==> src/hw/psa_map.svh <==
// Constants for the packed SIMD add/subtract unit
`ifndef PSA_MAP_SVH
`define PSA_MAP_SVH

// ----------------------------------------
// Geometry
// ----------------------------------------
`define PSA_DATA_W 64
`define PSA_HALF_W 32
`define PSA_NUM_REGS 8
`define PSA_SEL_W 3
`define PSA_LANES 8

// ----------------------------------------
// Saturation byte patterns
// ----------------------------------------
`define PSA_SMAX_TOP 8'h7F
`define PSA_SMIN_TOP 8'h80
`define PSA_ONES 8'hFF
`define PSA_ZEROS 8'h00

// ----------------------------------------
// Reset values
// ----------------------------------------
`define PSA_REG_RST 64'h0000_0000_0000_0000
`define PSA_HALF_ZERO 32'h0000_0000
`define PSA_SEL_RST 3'h0
`define PSA_EMPTY_RST 1'h1

`endif

==> src/hw/psa_pkg.sv <==
// Types for the packed SIMD add/subtract unit
package psa_pkg;

   // ----------------------------------------
   // Operation codes
   // ----------------------------------------
   typedef enum logic [4:0] {
      add_bytes_wrap = 5'h00,
      add_words_wrap = 5'h01,
      add_dwords_wrap = 5'h02,
      add_bytes_signed_sat = 5'h03,
      add_words_signed_sat = 5'h04,
      add_bytes_unsigned_sat = 5'h05,
      add_words_unsigned_sat = 5'h06,
      sub_bytes_wrap = 5'h08,
      sub_words_wrap = 5'h09,
      sub_dwords_wrap = 5'h0A,
      sub_bytes_signed_sat = 5'h0B,
      sub_words_signed_sat = 5'h0C,
      sub_bytes_unsigned_sat = 5'h0D,
      sub_words_unsigned_sat = 5'h0E,
      doubleword_move_load = 5'h10,
      doubleword_move_store = 5'h11,
      quadword_move_load = 5'h12,
      quadword_move_store = 5'h13,
      empty_state_op = 5'h1F
   } psa_op_t;

   // Element size of a packed operation
   typedef enum logic [1:0] {SZ_BYTE = 2'h0, SZ_WORD = 2'h1, SZ_DWORD = 2'h2} psa_size_t;

   // Overflow handling
   typedef enum logic [1:0] {SAT_WRAP = 2'h0, SAT_SIGNED = 2'h1, SAT_UNSIGNED = 2'h2} psa_sat_t;

   // Where the non-register operand lives
   typedef enum logic [1:0] {KIND_MMREG = 2'h0, KIND_MEM = 2'h1, KIND_INT = 2'h2} psa_kind_t;

   // Decoded arithmetic control
   typedef struct packed {
      logic is_arith;
      logic sub;
      psa_size_t size;
      psa_sat_t sat;
   } psa_ctl_t;

endpackage

==> src/hw/psa_alu_if.sv <==
// Operand and result bundle between the unit and its lane adder
`timescale 1ns/10ps
interface psa_alu_if;
   logic [63:0] dst_val;       // Destination prior value
   logic [63:0] src_val;       // Source value
   logic sub;                  // Subtract when high
   psa_pkg::psa_size_t size;   // Element size
   psa_pkg::psa_sat_t sat;     // Overflow handling
   logic [63:0] result;        // Packed result

   // Side that supplies operands
   modport requester (output dst_val, output src_val, output sub, output size, output sat, input result);
   // Side that computes
   modport alu (input dst_val, input src_val, input sub, input size, input sat, output result);
endinterface

==> src/hw/psa_unit.sv <==
// Packed SIMD add/subtract unit with its eight 64-bit register file
//
// Functional notes
// - Wrap mode drops carries, keeps low bits
// - Byte overflow clamps to 7F or FF
// - Byte underflow clamps to 80 or 00
// - Word saturation limits 8000-7FFF or 0000-FFFF
// - No exception or flag on overflow
// - Opcode picks byte, word or dword lanes
// - Two operands: destination first, source second
// - Destination is input and gets result
// - Source memory or register; destination register
// - Empty-state op has no operands
// - Dword move: register with memory or integer
// - Qword move: memory or register pairs
// - Wrap ops for byte, word, dword
// - Signed saturation, byte and word only
// - Unsigned saturation, byte and word only
// - Lane 0 holds the lowest bits
// - Eight 64-bit packed registers
`timescale 1ns/10ps
`include "psa_map.svh"
module psa_unit (
   // Clock and reset
   input wire logic MCLK,
   input wire logic RESET,
   // Operation issue from decode
   input wire logic OP_VALID,
   input wire psa_pkg::psa_op_t OP_CODE,
   input wire logic [2:0] OP_DST,
   input wire logic [2:0] OP_SRC,
   input wire psa_pkg::psa_kind_t OP_KIND,
   // Operand data from memory and integer registers
   input wire logic [63:0] MEM_RDATA,
   input wire logic [31:0] INT_RDATA,
   // Register writeback report
   output logic RESULT_VALID,
   output logic [2:0] RESULT_DST,
   output logic [63:0] RESULT,
   // Store path to memory
   output logic MEM_WRITE,
   output logic MEM_WIDE,
   output logic [63:0] MEM_WDATA,
   // Store path to integer registers
   output logic INT_WRITE,
   output logic [31:0] INT_WDATA,
   // Empty-state indication
   output logic STATE_EMPTIED,
   output logic STATE_EMPTY,
   // Register file observation
   input wire logic [2:0] DBG_SEL,
   output logic [63:0] DBG_DATA
);

   // ----------------------------------------
   // Decode
   // ----------------------------------------
   // Maps an opcode onto adder controls; non-arith ops give is_arith low
   function automatic psa_pkg::psa_ctl_t decode(input psa_pkg::psa_op_t op);
      psa_pkg::psa_ctl_t c;
      c.is_arith = 1'b1;
      c.sub = op[3];            // Subtract group sits in the upper half
      c.size = psa_pkg::SZ_BYTE;
      c.sat = psa_pkg::SAT_WRAP;
      case (op)
         psa_pkg::add_bytes_wrap, psa_pkg::sub_bytes_wrap: begin
            c.size = psa_pkg::SZ_BYTE;
         end
         psa_pkg::add_words_wrap, psa_pkg::sub_words_wrap: begin
            c.size = psa_pkg::SZ_WORD;
         end
         psa_pkg::add_dwords_wrap, psa_pkg::sub_dwords_wrap: begin
            c.size = psa_pkg::SZ_DWORD;
         end
         psa_pkg::add_bytes_signed_sat, psa_pkg::sub_bytes_signed_sat: begin
            c.sat = psa_pkg::SAT_SIGNED;
         end
         psa_pkg::add_words_signed_sat, psa_pkg::sub_words_signed_sat: begin
            c.size = psa_pkg::SZ_WORD;
            c.sat = psa_pkg::SAT_SIGNED;
         end
         psa_pkg::add_bytes_unsigned_sat, psa_pkg::sub_bytes_unsigned_sat: begin
            c.sat = psa_pkg::SAT_UNSIGNED;
         end
         psa_pkg::add_words_unsigned_sat, psa_pkg::sub_words_unsigned_sat: begin
            c.size = psa_pkg::SZ_WORD;
            c.sat = psa_pkg::SAT_UNSIGNED;
         end
         default: begin
            // Moves, empty-state and unused codes
            c.is_arith = 1'b0;
            c.sub = 1'b0;
         end
      endcase
      return c;
   endfunction

   // ----------------------------------------
   // Storage and internal signals
   // ----------------------------------------
   logic [63:0] mm_reg [`PSA_NUM_REGS];   // Packed register file
   psa_pkg::psa_ctl_t ctl;                // Decoded controls
   logic [63:0] src_val;                  // Selected source operand
   logic next_wb_en;                      // Register write this cycle
   logic [63:0] next_wb_val;              // Value to write
   logic next_mem_wr;                     // Memory store this cycle
   logic next_mem_wide;                   // Store width 64 when high
   logic [63:0] next_mem_data;            // Store data
   logic next_int_wr;                     // Integer register store
   logic next_empty_op;                   // Empty-state op taken
   logic next_other_op;                   // Any other op taken

   psa_alu_if alu_bus ();                 // Adder operands and result

   // ----------------------------------------
   // Operand selection
   // ----------------------------------------
   assign ctl = decode(OP_CODE);

   // Source from memory or a packed register
   always_comb begin
      if (OP_KIND == psa_pkg::KIND_MEM) begin
         src_val = MEM_RDATA;
      end else begin
         src_val = mm_reg[OP_SRC];
      end
   end

   // Destination's prior value is the first input
   assign alu_bus.dst_val = mm_reg[OP_DST];
   assign alu_bus.src_val = src_val;
   assign alu_bus.sub = ctl.sub;
   assign alu_bus.size = ctl.size;
   assign alu_bus.sat = ctl.sat;

   // Lane adder, purely combinational so one op fits each clock
   psa_lane_alu u_alu (
      .alu(alu_bus.alu)
   );

   // ----------------------------------------
   // Operation steering
   // ----------------------------------------
   // Chooses what is written where; unsupported operand kinds are dropped
   always_comb begin
      next_wb_en = 1'b0;
      next_wb_val = `PSA_REG_RST;
      next_mem_wr = 1'b0;
      next_mem_wide = 1'b0;
      next_mem_data = `PSA_REG_RST;
      next_int_wr = 1'b0;
      next_empty_op = 1'b0;
      next_other_op = 1'b0;
      if (OP_VALID) begin
         if (ctl.is_arith) begin
            // Integer register cannot feed arithmetic
            if (OP_KIND != psa_pkg::KIND_INT) begin
               next_wb_en = 1'b1;
               next_wb_val = alu_bus.result;
               next_other_op = 1'b1;
            end
         end else begin
            case (OP_CODE)
               psa_pkg::doubleword_move_load: begin
                  // Low 32 bits in, upper half cleared
                  if (OP_KIND == psa_pkg::KIND_INT) begin
                     next_wb_en = 1'b1;
                     next_wb_val = {`PSA_HALF_ZERO, INT_RDATA};
                     next_other_op = 1'b1;
                  end else if (OP_KIND == psa_pkg::KIND_MEM) begin
                     next_wb_en = 1'b1;
                     next_wb_val = {`PSA_HALF_ZERO, MEM_RDATA[31:0]};
                     next_other_op = 1'b1;
                  end
               end
               psa_pkg::doubleword_move_store: begin
                  // Low half of a packed register goes out
                  next_mem_data = {`PSA_HALF_ZERO, mm_reg[OP_SRC][31:0]};
                  if (OP_KIND == psa_pkg::KIND_INT) begin
                     next_int_wr = 1'b1;
                     next_other_op = 1'b1;
                  end else if (OP_KIND == psa_pkg::KIND_MEM) begin
                     next_mem_wr = 1'b1;
                     next_other_op = 1'b1;
                  end
               end
               psa_pkg::quadword_move_load: begin
                  // From memory or another packed register
                  if (OP_KIND != psa_pkg::KIND_INT) begin
                     next_wb_en = 1'b1;
                     next_wb_val = src_val;
                     next_other_op = 1'b1;
                  end
               end
               psa_pkg::quadword_move_store: begin
                  // Whole 64 bits out to memory only
                  next_mem_data = mm_reg[OP_SRC];
                  if (OP_KIND == psa_pkg::KIND_MEM) begin
                     next_mem_wr = 1'b1;
                     next_mem_wide = 1'b1;
                     next_other_op = 1'b1;
                  end
               end
               psa_pkg::empty_state_op: begin
                  // Operand fields are ignored entirely
                  next_empty_op = 1'b1;
               end
               default: begin
                  // Unused code: no effect
                  next_wb_en = 1'b0;
               end
            endcase
         end
      end
   end

   // ----------------------------------------
   // Register file update
   // ----------------------------------------
   // Written at the issue edge, so a following op reads the new value
   always_ff @(posedge MCLK or posedge RESET) begin
      if (RESET) begin
         for (int i = 0; i < `PSA_NUM_REGS; i++) begin
            mm_reg[i] <= `PSA_REG_RST;
         end
      end else if (next_wb_en) begin
         mm_reg[OP_DST] <= next_wb_val;   // Same register overwritten
      end
   end

   // ----------------------------------------
   // Writeback report
   // ----------------------------------------
   // One-cycle pulse on the edge after issue; no overflow status exists
   always_ff @(posedge MCLK or posedge RESET) begin
      if (RESET) begin
         RESULT_VALID <= 1'b0;
         RESULT_DST <= `PSA_SEL_RST;
         RESULT <= `PSA_REG_RST;
      end else begin
         RESULT_VALID <= next_wb_en;
         if (next_wb_en) begin
            RESULT_DST <= OP_DST;
            RESULT <= next_wb_val;
         end
      end
   end

   // ----------------------------------------
   // Store paths
   // ----------------------------------------
   // Data holds until the next store; strobes last one cycle
   always_ff @(posedge MCLK or posedge RESET) begin
      if (RESET) begin
         MEM_WRITE <= 1'b0;
         MEM_WIDE <= 1'b0;
         MEM_WDATA <= `PSA_REG_RST;
         INT_WRITE <= 1'b0;
         INT_WDATA <= `PSA_HALF_ZERO;
      end else begin
         MEM_WRITE <= next_mem_wr;
         INT_WRITE <= next_int_wr;
         if (next_mem_wr) begin
            MEM_WIDE <= next_mem_wide;
            MEM_WDATA <= next_mem_data;
         end
         if (next_int_wr) begin
            INT_WDATA <= next_mem_data[31:0];
         end
      end
   end

   // ----------------------------------------
   // Empty-state tracking
   // ----------------------------------------
   // Level goes high on the empty op and low on any other accepted op;
   // both cannot happen in one cycle since only one op issues
   always_ff @(posedge MCLK or posedge RESET) begin
      if (RESET) begin
         STATE_EMPTIED <= 1'b0;
         STATE_EMPTY <= `PSA_EMPTY_RST;
      end else begin
         STATE_EMPTIED <= next_empty_op;
         if (next_empty_op) begin
            STATE_EMPTY <= 1'b1;
         end else if (next_other_op) begin
            STATE_EMPTY <= 1'b0;
         end
      end
   end

   // ----------------------------------------
   // Observation port
   // ----------------------------------------
   // Registered read, one cycle behind DBG_SEL
   always_ff @(posedge MCLK or posedge RESET) begin
      if (RESET) begin
         DBG_DATA <= `PSA_REG_RST;
      end else begin
         DBG_DATA <= mm_reg[DBG_SEL];
      end
   end

endmodule // psa_unit

==> src/hw/psa_lane_alu.sv <==
// Combinational lane-segmented adder with wrap and saturation
`timescale 1ns/10ps
`include "psa_map.svh"
module psa_lane_alu (
   // Operands and result
   psa_alu_if.alu alu
);

   // ----------------------------------------
   // Element geometry helpers
   // ----------------------------------------
   // Low index bits that lie inside one element
   function automatic logic [2:0] elem_mask(input psa_pkg::psa_size_t size);
      case (size)
         psa_pkg::SZ_WORD: return 3'h1;
         psa_pkg::SZ_DWORD: return 3'h3;
         default: return 3'h0;
      endcase
   endfunction

   // Index of the top byte of the element holding byte idx
   function automatic logic [2:0] elem_top(input logic [2:0] idx, input psa_pkg::psa_size_t size);
      return idx | elem_mask(size);
   endfunction

   logic [7:0] raw [8];    // Wrapped byte sums
   logic cout [8];         // Carry out of each byte
   logic [7:0] opb [8];    // Source byte, inverted for subtract

   // ----------------------------------------
   // Byte adders, chained only inside an element
   // ----------------------------------------
   always_comb begin
      logic [8:0] sum;
      logic cin;
      sum = 9'h000;
      cin = 1'b0;
      for (int i = 0; i < `PSA_LANES; i++) begin
         opb[i] = alu.src_val[i*8 +: 8] ^ {8{alu.sub}};
         // Element boundary breaks the chain
         if ((3'(i) & elem_mask(alu.size)) == 3'h0) begin
            cin = alu.sub;
         end else begin
            cin = cout[i-1];
         end
         sum = {1'b0, alu.dst_val[i*8 +: 8]} + {1'b0, opb[i]} + {8'h00, cin};
         raw[i] = sum[7:0];     // Carry beyond element dropped
         cout[i] = sum[8];
      end
   end

   // ----------------------------------------
   // Clamp per element, judged at its top byte
   // ----------------------------------------
   always_comb begin
      logic [2:0] t;
      logic a_s;
      logic b_s;
      logic ovf_s;
      logic ovf_u;
      t = 3'h0;
      a_s = 1'b0;
      b_s = 1'b0;
      ovf_s = 1'b0;
      ovf_u = 1'b0;
      alu.result = `PSA_REG_RST;
      for (int i = 0; i < `PSA_LANES; i++) begin
         t = elem_top(3'(i), alu.size);
         a_s = alu.dst_val[{t, 3'h7}];
         b_s = opb[t][7];
         ovf_s = (a_s == b_s) && (raw[t][7] != a_s);
         // Unsigned add overflows on carry, subtract on missing carry
         ovf_u = alu.sub ? !cout[t] : cout[t];
         if (alu.sat == psa_pkg::SAT_SIGNED && ovf_s) begin
            // Sign of dst tells the direction
            if (a_s) begin
               alu.result[i*8 +: 8] = (3'(i) == t) ? `PSA_SMIN_TOP : `PSA_ZEROS;
            end else begin
               alu.result[i*8 +: 8] = (3'(i) == t) ? `PSA_SMAX_TOP : `PSA_ONES;
            end
         end else if (alu.sat == psa_pkg::SAT_UNSIGNED && ovf_u) begin
            alu.result[i*8 +: 8] = alu.sub ? `PSA_ZEROS : `PSA_ONES;
         end else begin
            alu.result[i*8 +: 8] = raw[i];
         end
      end
   end

endmodule // psa_lane_alu

==> config.mk <==
export PLATFORM = sky130hd
export DESIGN_NAME = psa_unit
export DESIGN_NICKNAME = d
export VERILOG_FILES = /design/src/hw/psa_pkg.sv /design/src/hw/psa_alu_if.sv /design/src/hw/psa_unit.sv /design/src/hw/psa_lane_alu.sv
export VERILOG_INCLUDE_DIRS = /design/src /design/src/hw
export SDC_FILE = /design/constraint.sdc
export NUM_CORES = 2
export LEC_CHECK = 0
export ABC_CLOCK_PERIOD_IN_PS = 23200
export BUFFER_PORTS_ARGS = -buffer_cell sky130_fd_sc_hd__buf_2
export CAP_MARGIN = 20
export CORE_MARGIN = 5
export CORE_UTILIZATION = 57
export CTS_BUF_LIST = sky130_fd_sc_hd__clkbuf_8
export DETAILED_ROUTE_END_ITERATION = 10
export GPL_TIMING_DRIVEN = 0
export PLACE_DENSITY = 0.79
export SLEW_MARGIN = 0
export SYNTH_ARGS = -nofsm -noshare
export SYNTH_HDL_FRONTEND = slang
export SYNTH_SLANG_ARGS = --single-unit
==> constraint.sdc <==
create_clock -name MCLK -period 23.2 [get_ports MCLK]
set_clock_uncertainty 0.15 [all_clocks]
set_input_delay 1.16 -clock MCLK [delete_from_list [all_inputs] [get_ports MCLK]]
set_output_delay 1.16 -clock MCLK [all_outputs]
set_load 0.05 [all_outputs]
After elaboration in Yosys (flattened, before gate mapping)
Index checks and enable logic that the tools add are counted.
{"block": "word_totals", "latchBits": 0, "regBits": 745, "output_inout_bits": 233, "mem_bits_rw": 0, "in_bits": 115, "memories": 0, "word_cells": 346, "rom_bits": 0}
{"block": "classes", "div": 0, "n_reduce_logical": 51, "bitwise_logic": 18, "mul": 0, "eq_ne": 41, "add_sub_neg": 16, "order_cmp": 18, "muxes": 183, "shifts": 0}
{"cell": "two-way mux 64 bit", "n": 14}
{"cell": "binary-select mux 64 bit (select 3 bit)", "n": 3}
{"cell": "two-way mux 8 bit", "n": 67}
{"cell": "bitwise mux 512 bit", "n": 1}
{"cell": "binary-select mux 8 bit (select 3 bit)", "n": 14}
{"cell": "one-hot mux 64 bit (2 select lines)", "n": 2}
{"cell": "demux 64 bit (select 3 bit)", "n": 1}
{"cell": "adder 8 x 8 -> 9 bit", "n": 8}
{"cell": "adder 9 x 1 -> 9 bit", "n": 8}
{"cell": "two-way mux 32 bit", "n": 2}
{"cell": "bitwise XOR 8 bit", "n": 8}
{"cell": "two-way mux 1 bit", "n": 61}
{"cell": "greater-or-equal comparator 4 bit (second input constant)", "n": 10}
{"cell": "== test 5 x 4 -> 1 bit (second input constant)", "n": 7}
{"cell": "== test 5 bit (second input constant)", "n": 5}
{"cell": "logical AND 1 bit", "n": 25}
{"cell": "binary-select mux 1 bit (select 3 bit)", "n": 8}
{"cell": "inverter 3 -> 4 bit", "n": 6}
{"cell": "less-than comparator 5 x 7 -> 1 bit (second input constant)", "n": 3}
{"cell": "less-than comparator 6 x 7 -> 1 bit (second input constant)", "n": 3}
{"cell": "logical NOT 3 bit", "n": 6}
{"cell": "== test 5 x 3 -> 1 bit (second input constant)", "n": 3}
{"cell": "OR reduction 14 bit", "n": 1}
{"cell": "inverter 2 -> 4 bit", "n": 3}
{"cell": "other kinds (23)", "n": 58}

Longest topological paths before layout
{"block": "logic_depth", "ltp_word": 34, "mapped_depth": 44, "depth_no_buf": 39}

By module
From an unflattened synthesis, not the netlist that was laid out.
{"block": "hier_totals", "cells_unflattened": 4302, "area_unflattened_um2": 44811.7}
{"module": "psa_unit", "n_inst": 1, "seq_area_each_um2": 18644.1, "cells_each": 3587, "area_each_um2": 39783.2}
{"module": "psa_lane_alu", "n_inst": 1, "seq_area_each_um2": 0.0, "cells_each": 715, "area_each_um2": 5028.6}

Worst setup path after synthesis
No wires, ideal clock.
{"block": "synth_timing", "path_kind": "input to register", "startpoint": "input OP_DST[0]", "endpoint": "register mm_reg[3] in the netlist's numbering", "setup_time_ps": 77, "arrival_ps": 11034, "path_slack_ps": 11939, "stages": 40, "path_buffers": 6, "t_required_ps": 22973, "path_cell_list": "buf_2 -> buf_4 -> buf_1 -> clkbuf_1 -> buf_1 -> mux4_2 -> mux2_2 -> ha_1 -> nor2b_1 -> o31a_1 -> o21ai_0 -> nand2_1 -> nand2_1 -> fa_1 -> fa_1 -> nor2b_1 -> o31a_1 -> o221a_2 -> (+4 left out) -> nand2b_1 -> a21oi_1 -> o221ai_1 -> nand2_1 -> nand2_1 -> fa_1 -> fa_1 -> nor2b_1 -> o31a_1 -> o22ai_1 -> and2_1 -> o21ai_1 -> nor2_1 -> a211oi_1 -> nand3_1 -> o31a_1 -> clkbuf_1 -> a21oi_1"}
{"block": "synth_via", "elab_chain_len": 32, "elab_cells_between_ends": 54, "classes_between": "add/sub: 16; order compare: 2; eq/ne: 2; mux: 28; bitwise: 1; reduce/logical: 5"}
{"element": "start, declared", "line_no": "psa_unit.sv:30", "source": "input wire logic [2:0] OP_DST,"}
{"element": "inverter 3 -> 4 bit (not written as such) *", "line_no": "psa_unit.sv:130, psa_unit.sv:227"}
{"element": "binary-select mux 64 bit (select 3 bit)", "line_no": "psa_unit.sv:130", "source": "assign alu_bus.dst_val = mm_reg[OP_DST];"}
{"element": "two-way mux 64 bit (not written as such) (2 in series)", "line_no": "psa_unit.sv:130"}
{"element": "adder 8 x 8 -> 9 bit", "line_no": "psa_lane_alu.sv:46", "source": "sum = {1'b0, alu.dst_val[i*8 +: 8]} + {1'b0, opb[i]} + {8'h00, cin};"}
{"element": "adder 9 x 1 -> 9 bit", "line_no": "psa_lane_alu.sv:46"}
{"element": "two-way mux 1 bit", "line_no": "psa_lane_alu.sv:41", "source": "if ((3'(i) & elem_mask(alu.size)) == 3'h0) begin"}
{"element": "adder 9 x 1 -> 9 bit", "line_no": "psa_lane_alu.sv:46"}
{"element": "two-way mux 1 bit", "line_no": "psa_lane_alu.sv:41"}
{"element": "(+15 left out)"}
{"element": "two-way mux 1 bit", "line_no": "psa_lane_alu.sv:73", "source": "ovf_u = alu.sub ? !cout[t] : cout[t];"}
{"element": "logical AND 1 bit", "line_no": "psa_lane_alu.sv:81", "source": "end else if (alu.sat == psa_pkg::SAT_UNSIGNED && ovf_u) begin"}
{"element": "two-way mux 8 bit", "line_no": "psa_lane_alu.sv:81"}
{"element": "two-way mux 8 bit", "line_no": "psa_lane_alu.sv:74", "source": "if (alu.sat == psa_pkg::SAT_SIGNED && ovf_s) begin"}
{"element": "two-way mux 64 bit", "line_no": "psa_unit.sv:157", "source": "if (OP_KIND != psa_pkg::KIND_INT) begin"}
{"element": "two-way mux 64 bit", "line_no": "psa_unit.sv:155", "source": "if (ctl.is_arith) begin"}
{"element": "two-way mux 64 bit", "line_no": "psa_unit.sv:154", "source": "if (OP_VALID) begin"}
{"element": "bitwise mux 512 bit *", "line_no": "psa_unit.sv:227", "source": "mm_reg[OP_DST] <= next_wb_val;"}
{"element": "end signal, assigned by index", "line_no": "psa_unit.sv:224", "source": "mm_reg[i] <= `PSA_REG_RST;"}
{"element": "end signal, assigned by index", "line_no": "psa_unit.sv:227"}
{"element": "end, declared", "line_no": "psa_unit.sv:101", "source": "logic [63:0] mm_reg [`PSA_NUM_REGS];"}
Every way passes the cells marked *; elsewhere a longest branch is shown, timed or not. The select of a mux whose other input is x is not followed.
A chain may end at the register's enable or synchronous reset.

Worst setup path after layout
{"block": "layout_timing", "startpoint": "input OP_DST[2]", "endpoint": "register RESULT[0]"}
{"block": "layout_via", "elab_chain_len": 31, "elab_cells_between_ends": 48, "classes_between": "add/sub: 16; eq/ne: 2; mux: 25; bitwise: 1; reduce/logical: 4"}
{"element": "inverter 3 -> 4 bit (not written as such) *", "line_no": "psa_unit.sv:130"}
{"element": "binary-select mux 64 bit (select 3 bit) *", "line_no": "psa_unit.sv:130"}
{"element": "two-way mux 64 bit (not written as such) * (2 in series)", "line_no": "psa_unit.sv:130"}
{"element": "adder 8 x 8 -> 9 bit", "line_no": "psa_lane_alu.sv:46"}
{"element": "adder 9 x 1 -> 9 bit", "line_no": "psa_lane_alu.sv:46"}
{"element": "two-way mux 1 bit", "line_no": "psa_lane_alu.sv:41"}
{"element": "adder 9 x 1 -> 9 bit", "line_no": "psa_lane_alu.sv:46"}
{"element": "two-way mux 1 bit", "line_no": "psa_lane_alu.sv:41"}
{"element": "(+14 left out)"}
{"element": "logical NOT 1 bit", "line_no": "psa_lane_alu.sv:73"}
{"element": "two-way mux 1 bit", "line_no": "psa_lane_alu.sv:73"}
{"element": "logical AND 1 bit", "line_no": "psa_lane_alu.sv:81"}
{"element": "two-way mux 8 bit", "line_no": "psa_lane_alu.sv:81"}
{"element": "two-way mux 8 bit *", "line_no": "psa_lane_alu.sv:74"}
{"element": "two-way mux 64 bit *", "line_no": "psa_unit.sv:157"}
{"element": "two-way mux 64 bit *", "line_no": "psa_unit.sv:155"}
{"element": "two-way mux 64 bit *", "line_no": "psa_unit.sv:154"}
{"element": "end signal, assigned", "line_no": "psa_unit.sv:239", "source": "RESULT <= `PSA_REG_RST;"}
{"element": "end signal, assigned", "line_no": "psa_unit.sv:244", "source": "RESULT <= next_wb_val;"}
{"element": "end, declared", "line_no": "psa_unit.sv:39", "source": "output logic [63:0] RESULT,"}
Marked as above.

==> impl_metrics.py <==
metrics = {
    "timing": {
        "setup_violations": 0,
        "maxClockFrequency_mhz": 66.74,
        "fin_crit_sh_pct": 64.58,
        "finalHoldViolCount": 0,
        "finalMaxSlewViolations": 0,
        "relSlewSlack_pct": 15.48,
        "min_period_ps": 14980,
        "holdWs_ps": 284.6,
        "worst_slew_pin_slew_ps": 1268,
        "rsz0062_at_grt": "no",
    },
    "synth": {
        "synth.area.top_cells": "dfrtp_1, mux4_2, mux2_2, nand2_1, o21ai_0",
        "ys_ff_latch": 745,
        "synth_top_flop_cell": "dfrtp_1",
        "postSynthCellCount": 3814,
        "synth_edf_count": 0,
        "synthesis.nets": 4003,
        "async_flop_share_pct": 100.0,
        "synth_top_area_cell": "dfrtp_1",
        "synth-seq-area-share_pct": 40.94,
        "syn_area_um2": 45530,
        "synth_most_common_cell": "dfrtp_1",
        "syn_area_per_cell_um2": 11.94,
        "synth_top_cell_area_share_pct": 40.89,
        "ys_types": 88,
        "synth_common_cells": "dfrtp_1, mux2_2, nand2_1",
        "synth_warnings": 0,
    },
    "layout": {
        "fillers": 5902,
        "drive_above_1_share_pct": 35.88,
        "stdcell_count": 5503,
        "largest_reg_flops": 512,
        "seq_area_um2": 18640,
        "fin_nets": 4524,
        "syn2layout_area_growth_pct": 14.81,
        "multiInputGateArea_um2": 25570,
    },
    "route": {
        "vias": 39003,
        "wl_per_cell_um": 33.63,
        "routed_wl_um": 185100,
        "drt.antenna.violating_nets": 0,
        "first_pass_iters": 6,
        "drc": 0,
        "viasPerCell": 7.088,
        "initialDrtViolationCount": 6287,
    },
    "run": {
        "cap_violations": 0,
    },
    "floorplanning": {
        "die_h_um": 292.6,
        "num_io_pins": 348,
        "core_um2": 79130,
        "initial_core_util_pct": 57.55,
        "die_w_um": 292.6,
        "die_area_um2": 85640,
        "row_count": 103,
    },
    "global_route": {
        "use_met3_pct": 19.33,
        "track_usage_pct": 42.31,
        "antenna_found_initial": 25,
        "use_met2_pct": 60.94,
        "met1_usage_pct": 53.55,
        "grt-busiest-layer": "met2",
        "grt_pass1_wl_um": 264200,
        "grt_pass1_vias": 38685,
        "grt_max_degree": 130,
        "grt-ovfl-total": 0,
    },
    "place": {
        "portBuffers": 341,
        "dpl.hpwl_um": 136600,
        "gp_congestion": 1.055,
        "dp_cells": 5254,
    },
    "critical_path": {
        "path_buf_inv": 6,
        "cp-end-kind": "flop",
        "critPathLaunchType": "primary input",
        "worstPathArrival_ps": 15560,
        "worstPathMaxFanout": 10,
        "reg2reg_depth": 37,
        "required_ps": 23770,
        "cpMaxStageDelayCell": "clkbuf_1",
        "max_stage_delay_ps": 980,
        "critPathKind": "primary input to flop",
        "critical_path_cell_count": 39,
        "critPathTopFamily": "compound AO/OA/AOI/OAI gates",
        "cp_common_cell": "fa_1",
    },
    "clock_network": {
        "ctsResizeCount": 0,
        "cts-root-buf": "clkbuf_8",
        "hold_buffers": 0,
        "clk_pin_slew_worst_paths_ps": 70,
        "numCtsBuffers": 121,
        "h-tree-depth": 3,
        "cts.sinks": 745,
        "cts_tree": "built",
        "clockBufferDepth": 3,
        "post-cts-setup-buffers": 0,
        "clock_latency_ps": 790,
    },
    "power": {
        "peakVddDrop_uv": 73.67,
        "p_leak_nw": 24.08,
        "power_density_nw_per_um2": 78.68,
    },
    "status": {
        "status": "completed",
    },
    "min_path": {
        "hp-class": "primary input to async pin",
    },
}
-- cells in the final DEF, fill, tap and decap left out, types with 9 or more instances in the layout --
master	instances
dfrtp_1	744
o21ai_1	49
a31oi_1	18
mux2_2	540
nand3_1	22
nand4_1	11
nor3_1	40
o31ai_1	15
diode_2	16
buf_1	52
buf_8	40
a22oi_1	31
o22ai_1	33
xor2_1	9
o21ai_0	202
and2_1	12
a21oi_1	140
xnor2_1	95
buf_2	368
buf_16	9
a21o_1	24
o31a_1	10
mux2i_1	96
nor2b_1	45
ha_1	60
a22o_1	35
bufinv_16	9
nor2_1	176
mux4_2	372
clkbuf_1	199
o21a_1	58
or3_1	14
clkinv_2	25
buf_4	10
clkbuf_8	157
fa_1	14
nand2_1	438
nand2b_1	24
nor4_1	18
inv_1	70
-- path summary, 6_finish.rpt --
check,from,endpoint,slack [ps]
max in group asynchronous,RESET,RESULT[9]$_DFFE_PP0P_,20590
min,RESET,mm_reg[483]$_DFFE_PP0P_,280
min in group MCLK,RESULT[33]$_DFFE_PP0P_,RESULT[33]$_DFFE_PP0P_,320
max reg2reg,mm_reg[192]$_DFFE_PP0P_,RESULT[0]$_DFFE_PP0P_,10900
max,OP_DST[2],RESULT[0]$_DFFE_PP0P_,8220
min reg2reg,RESULT[33]$_DFFE_PP0P_,RESULT[33]$_DFFE_PP0P_,320
-- power breakdown --
part	internal [mW]	switching (mW)
registers	1.46	0.144
logic	0.484	0.734
clock network	0.712	0.584
total	2.65	1.46
-- cell type report --
class	count	share of cell area, %
well taps	1050	2.513
multi-input cells	2731	48.91
flip-flops and latches	745	35.66
repair buffers	398	5.005
clock inverters	68	1.127
diodes	16	0.07659
inverters	52	0.3877
clock buffers	157	4.133
plain buffers	286	2.180
-- metal layers --
layer	wire length [um]	vias up
li1	-	15403
met1	63280	19543
met2	78490	3222
met3	29990	817
met4	13210	18
met5	105	-
-- logic make-up after synthesis --
| kind of cell | synth area share, % |
|---|---|
| muxes | 33.86 |
| and+or+nand+nor | 8.125 |
| DFF | 40.94 |
| AOI/OAI and AO/OA | 9.865 |
| buffers and inverters | 2.902 |
| xor gates and xnor gates | 2.036 |
| adders and majority gates | 2.264 |
-- worst register-to-register path: cells and delay by family (launching register included) --
family                     cells  cell delay, ps
muxes                          3            1040
DFF                            1             430
buffers and inverters          1             140
adders and majority gates      7            3500
and+or+nand+nor               12            2060
AOI/OAI and AO/OA             14            4910
-- per-stage QoR --
stage	area, um2	util [%]	setup WS (ps)	power, mW	TNS (ps)
after floorplan	45530	-	985.6	2.411	0
after global routing	52260	66.04	8010	4.242	0
final	52280	66.07	8217	4.113	0
after detailed placement	49380	62.40	8269	2.784	0
after CTS	52130	65.88	8946	4.063	0
after global placement	48560	61.36	-6658	2.742	-4875300
(Power assumes the default switching activity.)
